$ cat src/common/pdl_pkg.sv
// constants for the port data latch bank: map, masks and reset values
package pdl_pkg;

  localparam int NPORT = 12; // number of port data registers
  localparam int PW = 8; // bits per port register
  localparam int ADDR_W = 18; // avalon byte address width
  localparam int DATA_W = 32; // avalon data width

  // register index of each port; byte address is four times the index
  localparam logic [15:0] PORT_1_LATCH = 16'hff01;
  localparam logic [15:0] PORT_2_LATCH = 16'hff02;
  localparam logic [15:0] PORT_3_LATCH = 16'hff03;
  localparam logic [15:0] PORT_4_LATCH = 16'hff04;
  localparam logic [15:0] PORT_8_LATCH = 16'hff08;
  localparam logic [15:0] PORT_9_LATCH = 16'hff09;
  localparam logic [15:0] PORT_10_LATCH = 16'hff0a;
  localparam logic [15:0] PORT_11_LATCH = 16'hff0b;
  localparam logic [15:0] PORT_12_LATCH = 16'hff0c;
  localparam logic [15:0] PORT_13_LATCH = 16'hff0d;
  localparam logic [15:0] PORT_14_LATCH = 16'hff0e;
  localparam logic [15:0] PORT_15_LATCH = 16'hff0f;

  // table order: slot k of every per-port array belongs to this register
  localparam logic [15:0] PORT_INDEX [NPORT] = '{
    PORT_1_LATCH, PORT_2_LATCH, PORT_3_LATCH, PORT_4_LATCH,
    PORT_8_LATCH, PORT_9_LATCH, PORT_10_LATCH, PORT_11_LATCH,
    PORT_12_LATCH, PORT_13_LATCH, PORT_14_LATCH, PORT_15_LATCH};

  // slots of the ports with special bits
  localparam int SLOT_PORT_12 = 8;
  localparam int SLOT_PORT_14 = 10;
  localparam int SLOT_PORT_15 = 11;

  // bits that exist; the rest are fixed zero
  localparam logic [7:0] PORT_VALID [NPORT] = '{
    8'hff, 8'hff, 8'h1f, 8'hff, 8'h0f, 8'h0f,
    8'h0f, 8'h0f, 8'h1f, 8'h0f, 8'hff, 8'hff};

  localparam logic [7:0] PORT_12_RO_MASK = 8'h1e; // input-only bits 1..4
  localparam logic [7:0] KEY_SCAN_MASK = 8'hf0; // key scan nibble of ports 14, 15
  localparam int KEY_LSB = 4; // lowest key scan bit position
  localparam logic [7:0] LATCH_RESET = 8'h00; // output latch after reset

endpackage : pdl_pkg

$ cat src/design/pdl_port_bank.sv
// port data latch bank with avalon-mm register access
//
// Summary of operation
// - in output mode the pin drives the latched bit, 0 low and 1 high.
// - in input mode a read returns the pin level, 0 low and 1 high.
// - bits 1 to 4 of port 12 are read-only; writes there change nothing.
// - those port 12 input-only bits are undefined after reset, not zero.
// - a bit whose pin is in clock input mode always reads 0.
// - upper nibbles of ports 14 and 15 serve the display key scan function.
//
// The Avalon-MM interface to the registers is this design's own decision.
`timescale 1ns/1ps
module pdl_port_bank #(
  parameter int NPORT = pdl_pkg::NPORT,
  parameter int PW = pdl_pkg::PW
) (
  input wire logic clk_sys, // system clock, 25 MHz
  input wire logic rst, // asynchronous reset, active high
  input wire logic [pdl_pkg::ADDR_W-1:0] avs_address, // byte address
  input wire logic avs_read, // read request
  input wire logic avs_write, // write request
  input wire logic [pdl_pkg::DATA_W-1:0] avs_writedata, // write data, low byte used
  input wire logic [3:0] avs_byteenable, // byte lanes; lane 0 holds the port
  output logic [pdl_pkg::DATA_W-1:0] avs_readdata, // read data
  output logic avs_waitrequest, // high until the access is answered
  input wire logic [NPORT-1:0][PW-1:0] pin_in, // pin levels, asynchronous
  input wire logic [NPORT-1:0][PW-1:0] out_mode, // 1: bit is an output
  input wire logic [NPORT-1:0][PW-1:0] clk_in_mode, // 1: pin is a clock input
  output logic [NPORT-1:0][PW-1:0] pin_out, // level driven on each pin
  output logic [NPORT-1:0][PW-1:0] pin_oe, // 1: pin is driven
  output logic [3:0] key_scan_a, // key scan bits a0..a3 from port 14
  output logic [3:0] key_scan_b // key scan bits b0..b3 from port 15
);

  typedef struct packed {
    logic [NPORT-1:0][PW-1:0] latch;
    logic [NPORT-1:0][PW-1:0] drv;
    logic [NPORT-1:0][PW-1:0] oe;
    logic [3:0] key_a;
    logic [3:0] key_b;
    logic [pdl_pkg::DATA_W-1:0] rdata;
    logic wait_req;
  } pdl_state_t;

  pdl_state_t st;
  pdl_state_t next_st;
  logic [NPORT-1:0][PW-1:0] pin_sync;
  logic hit;
  logic [3:0] slot;
  logic req;

  // pins pass two flops before anything reads them
  pdl_sync #(
    .W(NPORT * PW)
  ) u_sync (
    .clk_sys(clk_sys),
    .d_async(pin_in),
    .q_sync(pin_sync)
  );

  // key scan positions per slot; they never reach a pin
  function automatic logic [7:0] key_mask(input int k);
    if (k == pdl_pkg::SLOT_PORT_14 || k == pdl_pkg::SLOT_PORT_15) begin
      return pdl_pkg::KEY_SCAN_MASK;
    end
    return 8'h00;
  endfunction : key_mask

  // read-only positions per slot
  function automatic logic [7:0] ro_mask(input int k);
    if (k == pdl_pkg::SLOT_PORT_12) begin
      return pdl_pkg::PORT_12_RO_MASK;
    end
    return 8'h00;
  endfunction : ro_mask

  // value that a read of slot k returns
  function automatic logic [7:0] port_value(input int k);
    logic [7:0] v;
    logic [7:0] ro;
    logic [7:0] km;
    v = 8'h00;
    ro = ro_mask(k);
    km = key_mask(k);
    for (int b = 0; b < PW; b++) begin
      if (ro[b]) begin
        v[b] = pin_sync[k][b]; // undefined until first sampled
      end else if (km[b] || out_mode[k][b]) begin
        v[b] = st.latch[k][b];
      end else begin
        v[b] = pin_sync[k][b]; // input mode returns the pin level
      end
      if (clk_in_mode[k][b]) begin
        v[b] = 1'b0; // clock input pins read zero
      end
    end
    return v & pdl_pkg::PORT_VALID[k]; // fixed zero bits
  endfunction : port_value

  // address decode: aligned word at four times a port index
  always_comb begin
    hit = 1'b0;
    slot = 4'h0;
    for (int k = 0; k < NPORT; k++) begin
      if (avs_address == {pdl_pkg::PORT_INDEX[k], 2'b00}) begin
        hit = 1'b1;
        slot = 4'(k);
      end
    end
  end

  assign req = avs_read | avs_write;

  // next state: bus handshake, register writes and pin drive
  always_comb begin
    logic [7:0] wmask;
    logic [7:0] wbyte;
    wmask = 8'h00;
    wbyte = avs_writedata[7:0];
    next_st = st;
    // waitrequest drops one cycle after a request, then rises again
    next_st.wait_req = !(req && st.wait_req);
    if (req && st.wait_req) begin
      next_st.rdata = '0;
      if (avs_read && hit) begin
        next_st.rdata[7:0] = port_value(int'(slot));
      end
    end
    // write lands at the edge where waitrequest is seen low
    if (avs_write && !st.wait_req && hit && avs_byteenable[0]) begin
      wmask = pdl_pkg::PORT_VALID[slot] & ~ro_mask(int'(slot));
      next_st.latch[slot] = (st.latch[slot] & ~wmask) | (wbyte & wmask);
    end
    // pin drive from the latch; key scan bits go to the display side
    for (int k = 0; k < NPORT; k++) begin
      next_st.drv[k] = st.latch[k]; // 0 drives low, 1 drives high
      next_st.oe[k] = out_mode[k] & pdl_pkg::PORT_VALID[k] & ~ro_mask(k)
        & ~key_mask(k);
    end
    next_st.key_a = st.latch[pdl_pkg::SLOT_PORT_14][pdl_pkg::KEY_LSB +: 4];
    next_st.key_b = st.latch[pdl_pkg::SLOT_PORT_15][pdl_pkg::KEY_LSB +: 4];
  end

  // state register
  always_ff @(posedge clk_sys or posedge rst) begin
    if (rst) begin
      st.latch <= {NPORT{pdl_pkg::LATCH_RESET}};
      st.drv <= '0;
      st.oe <= '0;
      st.key_a <= 4'h0;
      st.key_b <= 4'h0;
      st.rdata <= '0;
      st.wait_req <= 1'b1;
    end else begin
      st <= next_st;
    end
  end

  // outputs straight from flops
  assign avs_readdata = st.rdata;
  assign avs_waitrequest = st.wait_req;
  assign pin_out = st.drv;
  assign pin_oe = st.oe;
  assign key_scan_a = st.key_a;
  assign key_scan_b = st.key_b;

endmodule : pdl_port_bank

$ cat src/design/pdl_sync.sv
// two-stage synchroniser bank for the pin levels
`timescale 1ns/1ps
module pdl_sync #(
  parameter int W = 8
) (
  input wire logic clk_sys, // system clock
  input wire logic [W-1:0] d_async, // levels from the pins
  output logic [W-1:0] q_sync // levels after two flops
);

  typedef struct packed {
    logic [W-1:0] s1;
    logic [W-1:0] s2;
  } pdl_sync_t;

  pdl_sync_t st;
  pdl_sync_t next_st;

  // shift chain; no reset so input-only bits stay undefined until sampled
  always_comb begin
    next_st = st;
    next_st.s1 = d_async;
    next_st.s2 = st.s1; // first stage feeds only the second
  end

  always_ff @(posedge clk_sys) begin
    st <= next_st;
  end

  assign q_sync = st.s2;

endmodule : pdl_sync

$ cat config.mk
export PLATFORM = sky130hd
export DESIGN_NAME = pdl_port_bank
export DESIGN_NICKNAME = d
export VERILOG_FILES = /design/src/common/pdl_pkg.sv /design/src/design/pdl_port_bank.sv /design/src/design/pdl_sync.sv
export SDC_FILE = /design/constraint.sdc
export NUM_CORES = 1
export LEC_CHECK = 0
export BUFFER_PORTS_ARGS = -buffer_cell sky130_fd_sc_hd__buf_2
export CORE_AREA = 2 2 227 229
export DETAILED_ROUTE_END_ITERATION = 6
export DIE_AREA = 0 0 229 231
export PLACE_DENSITY_LB_ADDON = 0.1
export SKIP_CTS_REPAIR_TIMING = 1
export SYNTH_ARGS = -nofsm -noshare
export SYNTH_HDL_FRONTEND = slang
export SYNTH_HIERARCHICAL = 1
export SYNTH_SLANG_ARGS = --single-unit
$ cat constraint.sdc
create_clock -name clk_sys -period 23.7 [get_ports clk_sys]
set_input_delay 2.37 -clock clk_sys [delete_from_list [all_inputs] [get_ports clk_sys]]
set_output_delay 2.37 -clock clk_sys [all_outputs]
set_load 0.02 [all_outputs]
Yosys cells after proc, flatten, opt, wreduce, memory -nomap -nowiden
Memories as Yosys holds them, arrays and structs flattened.
Index checks and enable logic that the tools add are counted.
- output and inout port bits: 233
- logic and storage cells: 188
- memories kept: 2
- ROM bits: 256
- flip-flop bits (word level): 459
- input bits: 346
- bitwise gates (word level): 10
- reduce and logical (&&, ||, !) cells: 17
- mux-type cells: 97
- equality and inequality tests: 15
- magnitude comparators: 5
- memory list (name ; depth ; bits a word ; rd ports ; clocked after memory_dff ; write ports ; RTL line ; source):
    (no name shown) ; 16 ; 8 ; 1 ; 0 ; 0 ; pdl_port_bank.sv:131 ; wmask = pdl_pkg::PORT_VALID[slot] & ~ro_mask(int'(slot));
    (no name shown) ; 16 ; 8 ; 1 ; 0 ; 0 ; pdl_port_bank.sv:97 ; return v & pdl_pkg::PORT_VALID[k];
- operators by type and width (cell ; count):
    $eq 18x18->1 const B ; 12
    $mux 8 ; 21
    $bmux 8 s4 ; 4
    $bwmux 96 ; 1
    $mux 1 ; 60
    $and 8x8->8 ; 4
    $demux 8 s4 ; 1
    $ge 32x5->1 const B ; 1
    $not 4->32 ; 1
    $mux 4 ; 4
    $not 8->8 ; 2
    $eq 4x4->1 const B ; 3
    $mux 3 ; 4
    $lt 4x5->1 const B ; 2
    $logic_or 1x1->1 ; 9
    $or 8x8->8 ; 1
    $logic_and 1x1->1 ; 6
    $ge 5x5->1 const B ; 1
    $not 4->5 ; 1
    $ge 4x1->1 const B ; 1
    $mux 2 ; 2
    $logic_not 1->1 ; 2
    $or 1x1->1 ; 1

Depth between registers and ports, before layout
Gate-level depths: netlist of run 1.
- word-level depth: 28
- gate-level depth with buffers: 12
- depth with buffers taken out: 8

By module
Netlist of run 1, hierarchy kept.
- modules (own cells, without submodules) (module ; cells each ; sequential area each (µm²) ; times used ; area an instance (µm²)):
    pdl_port_bank ; 1043 ; 6482.5 ; 1 ; 11471.0
    pdl_sync ; 192 ; 3843.7 ; 1 ; 3843.7

Worst setup path after synthesis of run 1
Ideal clock, no wire load.
- path kind: input port to flip-flop
- from: in avs_address[1] (netlist name)
- to: reg st (netlist bit avs_readdata[6])
- buffers on the path: 2
- arrival: 4.913 ns
- cell stages on the path: 10
- data required time: 23.608 ns
- setup slack: 18.695 ns
- cell sequence: or4_4 > buf_6 > or4_1 > clkbuf_1 > a22o_1 > a32oi_1 > o211ai_1 > a211oi_1 > mux2_2 > o31ai_2
- word-level cells in the longest chain between the ends: 28
- ends and longest elaborated chain (element ; RTL line ; source):
    from (decl) ; pdl_port_bank.sv:19 ; input wire logic [pdl_pkg::ADDR_W-1:0] avs_address,
    $eq 18x18->1 ; pdl_port_bank.sv:105 ; if (avs_address == {pdl_pkg::PORT_INDEX[k], 2'b00}) begin
    $mux 1 ; pdl_port_bank.sv:105 ;
    $mux 2 (2 in a row) ; pdl_port_bank.sv:105 ;
    $mux 3 (4 in a row) ; pdl_port_bank.sv:105 ;
    $mux 4 (4 in a row) ; pdl_port_bank.sv:105 ;
    $eq 4x4->1 ; pdl_port_bank.sv:63 ; if (k == pdl_pkg::SLOT_PORT_14 || k == pdl_pkg::SLOT_PORT_15) begin
    $logic_or 1x1->1 ; pdl_port_bank.sv:63 ;
    $mux 1 ; pdl_port_bank.sv:63 ;
    [5 not listed] ; -- ;
    $logic_or 1x1->1 ; pdl_port_bank.sv:88 ; end else if (km[b] || out_mode[k][b]) begin
    $mux 1 ; pdl_port_bank.sv:88 ;
    $mux 1 ; pdl_port_bank.sv:86 ; if (ro[b]) begin
    $mux 1 ; pdl_port_bank.sv:93 ; if (clk_in_mode[k][b]) begin
    $mux 1 ; pdl_port_bank.sv:125 ; if (avs_read && hit) begin
    $mux 1 ; pdl_port_bank.sv:123 ; if (req && st.wait_req) begin
    $and 8x8->8 ; pdl_port_bank.sv:97 ;
    $mux 8 (*) ; pdl_port_bank.sv:125 ;
    to (signal assigned) ; pdl_port_bank.sv:155 ; st <= next_st;
    to (decl) ; pdl_port_bank.sv:45 ; pdl_state_t st;
Mark *: on every way between the ends. The rest lies on a longest branch, timed or not. The select of a mux whose other input is x is not followed.
A chain may end at the register's enable or synchronous reset.

Worst setup path in the final report of run 1
- from: in avs_address[8] (netlist name)
- to: reg st (netlist bit next_st[144])
- word-level cells in the longest chain between the ends: 23
- ends and longest elaborated chain (element):
    parallel branches: the longest is 23 deep, another holds $eq 18x18->1
Parallel ways; which one is timed is not known. The select of a mux whose other input is x is not followed.

==> results_dict.tcl, run 1 <==
set metrics [dict create \
    setup-tns-final_ns 0 \
    root_buffer "clkbuf_16" \
    fmax_mhz 161 \
    grt_pass1_vias 11100 \
    gp_congestion 0.801 \
    clk_latency_ns 0.59 \
    peakVddDrop_mv 0.0668 \
    synth.most_common_cell "dfrtp_1" \
    drv_slew 0 \
    slew_headroom 0.328 \
    outcome "completed" \
    yosysUniqueCellTypes 67 \
    startpoint "avs_address[8]" \
    numClockSinks 451 \
    htreeDepth 2 \
    hpwl_um 41000 \
    grt_start_max_net_pins 115 \
    core_um2 50700 \
    p_leak_nw 9.75 \
    final_nets 2016 \
    clk_pin_slew_ns 0.06 \
    ctsLongestPathBuffers 3 \
    reg2reg_to "next_st[147]$_DFFE_PP0P_" \
    cp_max_fo 35 \
    die_w_um 229 \
    wl_per_cell_um 23.2 \
    r2r_cells 5 \
    rrSetupSlack_ns 21.47 \
    power.switching_w 0.000375 \
    drive_above_1_share 0.362 \
    tritoncts "yes" \
    fill_cells 5024 \
    cts_buffers 48 \
    synth_top_area_cell "dfrtp_1" \
    drc 0 \
    ys_top_cells_by_area "dfrtp_1 42%, dfxtp_1 25%, mux2i_1 6.3%" \
    ys_seq_area_frac 0.674 \
    synth_seq_cells 451 \
    async_flop_share 0.574 \
    netlist_area_um2 15300 \
    setup_ws_ns 17.47 \
    ys_warn_count 6 \
    max_cap_viol_count 0 \
    rows 83 \
    vias 10800 \
    critPathTopFamily "simple AND/OR/NAND/NOR gates" \
    ios 579 \
    io_buffer_count 452 \
    clockPowerShare 0.465 \
    seqPwrFrac 0.482 \
    fin_crit_ns 6.23 \
    cp-end-kind "register" \
    critPathRequiredTime_ns 24.20 \
    start_util 0.302 \
    path_depth 10 \
    grt_pass1_wl_um 78500 \
    die_h_um 231 \
    wirelength_um 55400 \
    skew_ns 0.0301 \
    avgSynthCellArea_um2 12.4 \
    worst_pin_slew_ns 1.01 \
    r2r_start "avs_waitrequest$_DFF_PP1_" \
    dr.pass1.iters 5 \
    ant_nets 0 \
    ys.flop_type "dfrtp_1" \
    antenna_found_initial 14 \
    slowest_delay_ns 0.84 \
    worstSetupEndpoint "next_st[144]$_DFFE_PP0P_" \
    synth.top_cells.by_count "258 x dfrtp_1, 192 x dfxtp_1, 140 x nand2_1" \
    grt_usage 0.207 \
    die_area_um2 52900 \
    synth_top_area_share 0.422 \
    post-place-ws_ns 16.80 \
    synthCells 1235 \
    final_hold_viol_count 0 \
    synth_edf_count 0 \
    p_per_area_nw_per_um2 83.8 \
    setup_viol 0 \
    hp-class "reg2reg" \
    p_int_w 0.00127 \
    crit_path_top_delay_cell "or4_4" \
    overflow 0 \
    syn2layout_area_growth_pct 28.3 \
    rsz0062_at_grt "no" \
    start_kind "input port" \
    comb_power_share 0.053 \
    drt_iter0_drc 679 \
    viasPerCell 4.52 \
    worstPathCellList "buf_2 > nand4bb_1 > or4_4 > nor2_4 > buf_4 > mux2i_1 > a22oi_1 > nand4_1 > o21ai_1 > mux2_2" \
    period_share 0.263 \
    swShare 0.228 \
    cp.arrival_ns 6.72 \
    critical_path_class "in2reg" \
    crit_buf_inv 2 \
]
-- flip-flops by register name, indices dropped and copies added, names as in the netlist --
register / flops
u_sync/q_sync: 96
avs_waitrequest: 1
key_scan_b: 2
key_scan_a: 1
pin_oe: 58
avs_readdata: 8
next_st: 96
pin_out: 93
u_sync/next_st: 96
-- power by group through the flow --
stage / Sequential, W / Clock [W] / Combinational [W]
final: 0.000793 / 0.000766 / 0.0000870
after global routing: 0.000795 / 0.000819 / 0.0000956
after CTS: 0.000793 / 0.000787 / 0.0000887
after detailed placement: 0.000808 / 0 / 0.0000885
after global placement: 0.000808 / 0 / 0.0000882
after floorplan: 0.000814 / 0 / 0.0000423
-- kinds of logic (layout without fill, tap and decap cells) --
kind of cell	Yosys count	count (layout)	share of synthesized area
AND/OR/NAND/NOR	290	290	0.0900
buffers and inverters	161	573	0.0618
XOR/XNOR	2	2	0.00114
AO/OA/AOI/OAI	200	200	0.0849
multiplexers	130	130	0.0877
flip-flops	451	451	0.674
other	1	65	0.000245
-- per-layer routing --
| layer | up-vias | part of all wire | GRT usage |
|---|---|---|---|
| met5 | - | 0.0024 | 0 |
| met4 | 20 | 0.020 | 0.0519 |
| met3 | 91 | 0.068 | 0.0550 |
| met2 | 435 | 0.48 | 0.344 |
| met1 | 5222 | 0.43 | 0.269 |
| li1 | 5037 | - | - |
-- cell usage in the layout, fill, tap and decap left out, drive strengths merged, types with 34 or more instances in the layout --
master | netlist | routed
mux2 | 34 | 34
dfxtp | 192 | 192
nand2 | 140 | 140
nor2 | 35 | 35
clkbuf | 61 | 63
dfrtp | 258 | 258
o21ai | 76 | 76
conb | 1 | 62
mux2i | 96 | 96
nand3 | 45 | 45
buf | 91 | 476
-- layout make-up --
type                    count  area, um^2  area share
repair buffers            476        2440       0.124
flip-flops and latches    451       10300       0.526
clock buffers              63        1400      0.0713
multi-input cells         684        4310       0.220
inverters                   9        41.3     0.00210
diodes                      3        7.51    0.000382
clock inverters            25         260      0.0133
well taps                 680         851      0.0433
-- worst min path at each step --
stage | slack, ns | start | cells past startpoint | to
after floorplan | 0.31 | u_sync/next_st[0]$_DFF_P_ | 0 | u_sync/q_sync[0]$_DFF_P_
after global placement | 0.31 | u_sync/next_st[24]$_DFF_P_ | 0 | u_sync/q_sync[24]$_DFF_P_
after detailed placement | 0.31 | u_sync/next_st[12]$_DFF_P_ | 0 | u_sync/q_sync[12]$_DFF_P_
after CTS | 0.33 | u_sync/next_st[95]$_DFF_P_ | 0 | u_sync/q_sync[95]$_DFF_P_
after global routing | 0.33 | u_sync/next_st[19]$_DFF_P_ | 0 | u_sync/q_sync[19]$_DFF_P_
final | 0.32 | u_sync/next_st[1]$_DFF_P_ | 0 | u_sync/q_sync[1]$_DFF_P_
-- per-stage QoR --
stage	cells	hold slack [ns]	area [um^2]	power [W]	utilization
final	2391	0.323	19600	0.00165	0.388
after global routing	2389	0.328	19600	0.00171	0.387
after CTS	2388	0.326	19600	0.00167	0.387
after detailed placement	2300	0.312	18000	0.000897	0.355
after global placement	2300	0.312	18000	0.000896	0.355
after floorplan	1296	0.310	15500	0.000857	-
No activity file was read; power rests on OpenSTA's default activity.
==> run 2: changes to the inputs <==
--- a/config.mk
+++ b/config.mk
@@ -6,9 +6,9 @@
 export NUM_CORES = 1
 export LEC_CHECK = 0
 export BUFFER_PORTS_ARGS = -buffer_cell sky130_fd_sc_hd__buf_2
-export CORE_AREA = 2 2 227 229
+export CORE_AREA = 2 2 226 228
 export DETAILED_ROUTE_END_ITERATION = 6
-export DIE_AREA = 0 0 229 231
+export DIE_AREA = 0 0 228 230
 export PLACE_DENSITY_LB_ADDON = 0.1
 export SKIP_CTS_REPAIR_TIMING = 1
 export SYNTH_ARGS = -nofsm -noshare
==> constraint.sdc (replaced) <==
create_clock -name clk_sys -period 5.2 [get_ports clk_sys]
set_input_delay 0.52 -clock clk_sys [delete_from_list [all_inputs] [get_ports clk_sys]]
set_output_delay 0.52 -clock clk_sys [all_outputs]
set_load 0.02 [all_outputs]
==> run 2 against run 1 <==
Setup slack got worse by 16 ns. Utilization rose by 1.0 points. Sequential share of layout area decreased by 0.50 points. Register-to-register slack lost 18 ns. Critical endpoint is now next_st[152]$_DFFE_PP0P_. Highest routed layer unchanged.
==> results_dict.tcl, run 2 (synthesis results as in run 1) <==
set metrics [dict create \
    outcome "completed" \
    slew_headroom 0.334 \
    die_w_um 228 \
    grt_pass1_vias 11600 \
    mostFrequentLayoutCells "452 x buf_2, 258 x dfrtp_1, 192 x dfxtp_1" \
    io_buffer_count 452 \
    numClockSinks 451 \
    layout_commonest_cell "buf_2" \
    dpl.cell_count 2309 \
    dr.pass1.iters 5 \
    hp-class "in2reg" \
    period_share 0.738 \
    drt_iter0_drc 672 \
    rrSetupSlack_ns 2.99 \
    reg2reg_to "next_st[152]$_DFFE_PP0P_" \
    startpoint "avs_address[8]" \
    fmax_mhz 260 \
    skew_ns 0.0120 \
    final_hold_viol_count 0 \
    cts_buffers 49 \
    peakVddDrop_mv 0.225 \
    worstSetupEndpoint "next_st[152]$_DFFE_PP0P_" \
    worst_pin_slew_ns 0.993 \
    p_per_area_nw_per_um2 383 \
    critPathRequiredTime_ns 5.72 \
    fill_cells 5009 \
    fin_crit_ns 3.84 \
    drv_slew 0 \
    grt_usage 0.210 \
    stdcell_count 2411 \
    clk_latency_ns 0.58 \
    hpwl_um 42200 \
    htreeDepth 2 \
    r2r_cells 5 \
    start_kind "input port" \
    drc 0 \
    overflow 0 \
    setup-tns-final_ns 0 \
    root_buffer "clkbuf_16" \
    start_util 0.307 \
    drive_above_1_share 0.365 \
    ios 579 \
    setup_ws_ns 1.36 \
    final_nets 2036 \
    syn2layout_area_growth_pct 29.5 \
    antenna_found_initial 22 \
    post-place-ws_ns 0.692 \
    critical_path_class "in2reg" \
    rows 82 \
    cp.arrival_ns 4.36 \
    grt_use_met3 0.0564 \
    tritoncts "yes" \
    use_met1 0.270 \
    busiest_layer "met2" \
    met2_usage 0.347 \
    wirelength_um 55700 \
    total_power_w 0.00760 \
    dpl-instance-area_um2 18100 \
    ant_nets 0 \
    max_cap_viol_count 0 \
    cp-end-kind "register" \
    wl_per_cell_um 23.1 \
    ctsLongestPathBuffers 3 \
    rsz0062_at_grt "no" \
    viasPerCell 4.55 \
    clk_pin_slew_ns 0.06 \
    setup_viol 0 \
    grt_pass1_wl_um 79400 \
    grt_start_max_net_pins 152 \
    post-route-cell-area_um2 19800 \
    core_um2 49900 \
    die_area_um2 52400 \
    die_h_um 230 \
    p_leak_nw 9.85 \
    vias 11000 \
    gp_congestion 0.829 \
    cp_max_fo 17 \
    r2r_start "avs_waitrequest$_DFF_PP1_" \
]
-- run 2: cell count changes in the layout (fill, tap and decap cells not counted), moves of 2 or more --
cell,previous run,this run
diode_2,3,8
clkinv_2,11,5
dlygate4sd3_1,0,2
bufinv_16,3,5
buf_4,24,40
clkbuf_1,4,12
-- run 2: layer usage --
layer	vias up	wire length, um
met5	-	172
met4	28	1090
met3	86	3910
met2	424	26700
met1	5369	23800
li1	5074	-
-- run 2: worst min path at each step --
stage | from | end | slack (ns) | depth (start not counted)
detailed placement | u_sync/next_st[22]$_DFF_P_ | u_sync/q_sync[22]$_DFF_P_ | 0.31 | 0
finish | pin_in[30] | u_sync/next_st[30]$_DFF_P_ | 0.03 | 1
global placement | u_sync/next_st[4]$_DFF_P_ | u_sync/q_sync[4]$_DFF_P_ | 0.31 | 0
global route | pin_in[91] | u_sync/next_st[91]$_DFF_P_ | 0.0003 | 1
floorplan | u_sync/next_st[0]$_DFF_P_ | u_sync/q_sync[0]$_DFF_P_ | 0.31 | 0
CTS | pin_in[30] | u_sync/next_st[30]$_DFF_P_ | -0.004 | 1
-- run 2: area by class of cell --
class                   count  area [um^2]  area share
well taps                 672          841      0.0424
repair buffers            495         2600       0.131
clock inverters            21          273      0.0138
multi-input cells         684         4310       0.217
clock buffers              71         1420      0.0716
inverters                   9         37.5     0.00189
flip-flops and latches    451        10300       0.521
diodes                      8         20.0     0.00101
-- run 2: report_power, final --
part           switching (W)  total, W  internal, W
registers          0.0000262   0.00362      0.00359
logic               0.000259  0.000399     0.000140
clock network        0.00142   0.00358      0.00216
total                0.00170   0.00760      0.00589
-- run 2: metrics by stage --
step | utilization | hold WS (ns)
6_report | 0.398 | 0.0338
5_1_grt | 0.397 | 0.000347
4_1_cts | 0.397 | -0.00430
3_5_place_dp | 0.363 | 0.312
3_3_place_gp | 0.363 | 0.312
2_1_floorplan | - | 0.310
-- run 2: critical path, cell delays in order --
cell and delay (ns):
buf_2 0.09, nand4bb_1 0.52, or4_4 0.85, nor2_4 0.69, mux2i_1 0.17, a22oi_1 0.40, nand4_1 0.36, o21ai_1 0.50
mux2_2 0.24
==> run 3: changes to the inputs <==
--- a/config.mk
+++ b/config.mk
@@ -6,9 +6,9 @@
 export NUM_CORES = 1
 export LEC_CHECK = 0
 export BUFFER_PORTS_ARGS = -buffer_cell sky130_fd_sc_hd__buf_2
-export CORE_AREA = 2 2 226 228
+export CORE_AREA = 2 2 227 229
 export DETAILED_ROUTE_END_ITERATION = 6
-export DIE_AREA = 0 0 228 230
+export DIE_AREA = 0 0 229 231
 export PLACE_DENSITY_LB_ADDON = 0.1
 export SKIP_CTS_REPAIR_TIMING = 1
 export SYNTH_ARGS = -nofsm -noshare
==> constraint.sdc (replaced) <==
create_clock -name clk_sys -period 3.76 [get_ports clk_sys]
set_input_delay 0.376 -clock clk_sys [delete_from_list [all_inputs] [get_ports clk_sys]]
set_output_delay 0.376 -clock clk_sys [all_outputs]
set_load 0.02 [all_outputs]
==> run 3 against run 2 <==
The run now ends with hold timing left. Clock skew is 0.0063 ns higher. Setup slack worse by 0.72 ns. Total power is 39% higher. Critical path type unchanged.
==> results_dict.tcl, run 3 (synthesis results as in run 1) <==
set metrics [dict create \
    setup_viol 0 \
    die_w_um 229 \
    root_buffer "clkbuf_16" \
    period_share 0.831 \
    whs_ns -0.0214 \
    drc 0 \
    htreeDepth 2 \
    cp.arrival_ns 3.52 \
    wl_per_cell_um 21.9 \
    final_hold_viol_count 3 \
    critPathRequiredTime_ns 4.16 \
    hp-class "in2async" \
    syn2layout_area_growth_pct 40.9 \
    drive_above_1_share 0.346 \
    post-route-cell-area_um2 21600 \
    final_nets 2215 \
    layout_commonest_cell "buf_2" \
    rows 83 \
    core_um2 50700 \
    worst_pin_slew_ns 1.04 \
    tritoncts "yes" \
    io_buffer_count 452 \
    ant_nets 0 \
    die_h_um 231 \
    numClockSinks 451 \
    slew_headroom 0.300 \
    drv_slew 0 \
    wirelength_um 56800 \
    start_util 0.302 \
    total_power_w 0.0106 \
    peakVddDrop_mv 0.348 \
    grt_usage 0.207 \
    viasPerCell 4.49 \
    p_per_area_nw_per_um2 489 \
    grt_pass1_vias 11500 \
    cts_buffers 48 \
    slowest_delay_ns 0.67 \
    overflow 0 \
    skew_ns 0.0182 \
    vias 11600 \
    ctsLongestPathBuffers 3 \
    grt_pass1_wl_um 78700 \
    ios 579 \
    clk_latency_ns 0.57 \
    start_kind "input port" \
    fin_crit_ns 3.12 \
    hpwl_um 43000 \
    antenna_found_initial 13 \
    worstPathCellList "buf_2 > or4_4 > or4_4 > nor2_4 > buf_12 > mux2i_1 > a22oi_1 > and3_1 > mux2i_1 > o21ai_0" \
    rsz0062_at_grt "no" \
    outcome "finished with violations" \
    critical_path_class "in2reg" \
    fmax_mhz 320 \
    clk_pin_slew_ns 0.06 \
    die_area_um2 52900 \
    crit_path_top_delay_cell "mux2i_1" \
    grt_start_max_net_pins 58 \
    dr.pass1.iters 5 \
    violations "hold timing" \
    p_leak_nw 10.6 \
    cp-end-kind "register" \
    drt_iter0_drc 544 \
    cp_max_fo 16 \
    mostFrequentLayoutCells "452 x buf_2, 258 x dfrtp_1, 192 x dfxtp_1" \
    max_cap_viol_count 0 \
    dpl-instance-area_um2 18400 \
    r2r_cells 5 \
    gp_congestion 0.812 \
]
-- run 3: area by class of cell --
cell class	instances	area [um^2]
Fill cell	4906	29100
Timing Repair Buffer	675	4400
Tap cell	680	851
Sequential cell	451	10300
Multi-Input combinational cell	684	4310
Antenna cell	2	5.00
Inverter	9	37.5
Clock inverter	17	176
Clock buffer	72	1490
-- run 3: path summary, 6_finish.rpt --
kind / slack (ns) / to / start
max reg2reg: 1.75 / next_st[220]$_DFFE_PP0P_ / next_st[220]$_DFFE_PP0P_
min reg2reg: 0.32 / u_sync/q_sync[48]$_DFF_P_ / u_sync/next_st[48]$_DFF_P_
min in group clk_sys: 0.08 / next_st[171]$_DFFE_PP0P_ / avs_writedata[2]
min: -0.02 / pin_out[23]$_DFF_PP0_ / rst
max: 0.64 / next_st[220]$_DFFE_PP0P_ / avs_address[1]
max in group asynchronous: 2.82 / pin_out[35]$_DFF_PP0_ / rst
-- run 3: per-layer routing --
| metal | wire [um] | vias to the layer above | track usage | part of all wire |
|---|---|---|---|---|
| li1 | - | 5438 | - | - |
| met1 | 24700 | 5663 | 0.267 | 0.43 |
| met2 | 27600 | 410 | 0.347 | 0.49 |
| met3 | 3110 | 104 | 0.0526 | 0.055 |
| met4 | 1290 | 18 | 0.0503 | 0.023 |
| met5 | 113 | - | 0 | 0.0020 |
-- run 3: per-stage QoR --
stage | std cells | setup WS, ns | util | setup TNS, ns
after floorplan | 1296 | -0.0288 | - | -7.42
after global placement | 2345 | 0.0791 | 0.363 | 0
after detailed placement | 2345 | -0.0155 | 0.363 | -0.0228
after CTS | 2434 | 0.582 | 0.395 | 0
after global routing | 2589 | 0.385 | 0.426 | 0
final | 2590 | 0.636 | 0.426 | 0
-- run 3: power by group --
part	total [W]	internal [W]	leakage [nW]	switching (W)
combinational	0.000703	0.000306	4.77	0.000396
sequential	0.00500	0.00497	5.04	0.0000356
clock	0.00486	0.00294	0.822	0.00192
total	0.0106	0.00821	10.6	0.00235
-- run 3: critical path, delay by kind of cell --
kind,cells,cell delay [ns]
muxes,2,0.87
and+or+nand+nor,4,1.64
AOI/OAI and AO/OA,2,0.32
buffers and inverters,2,0.29
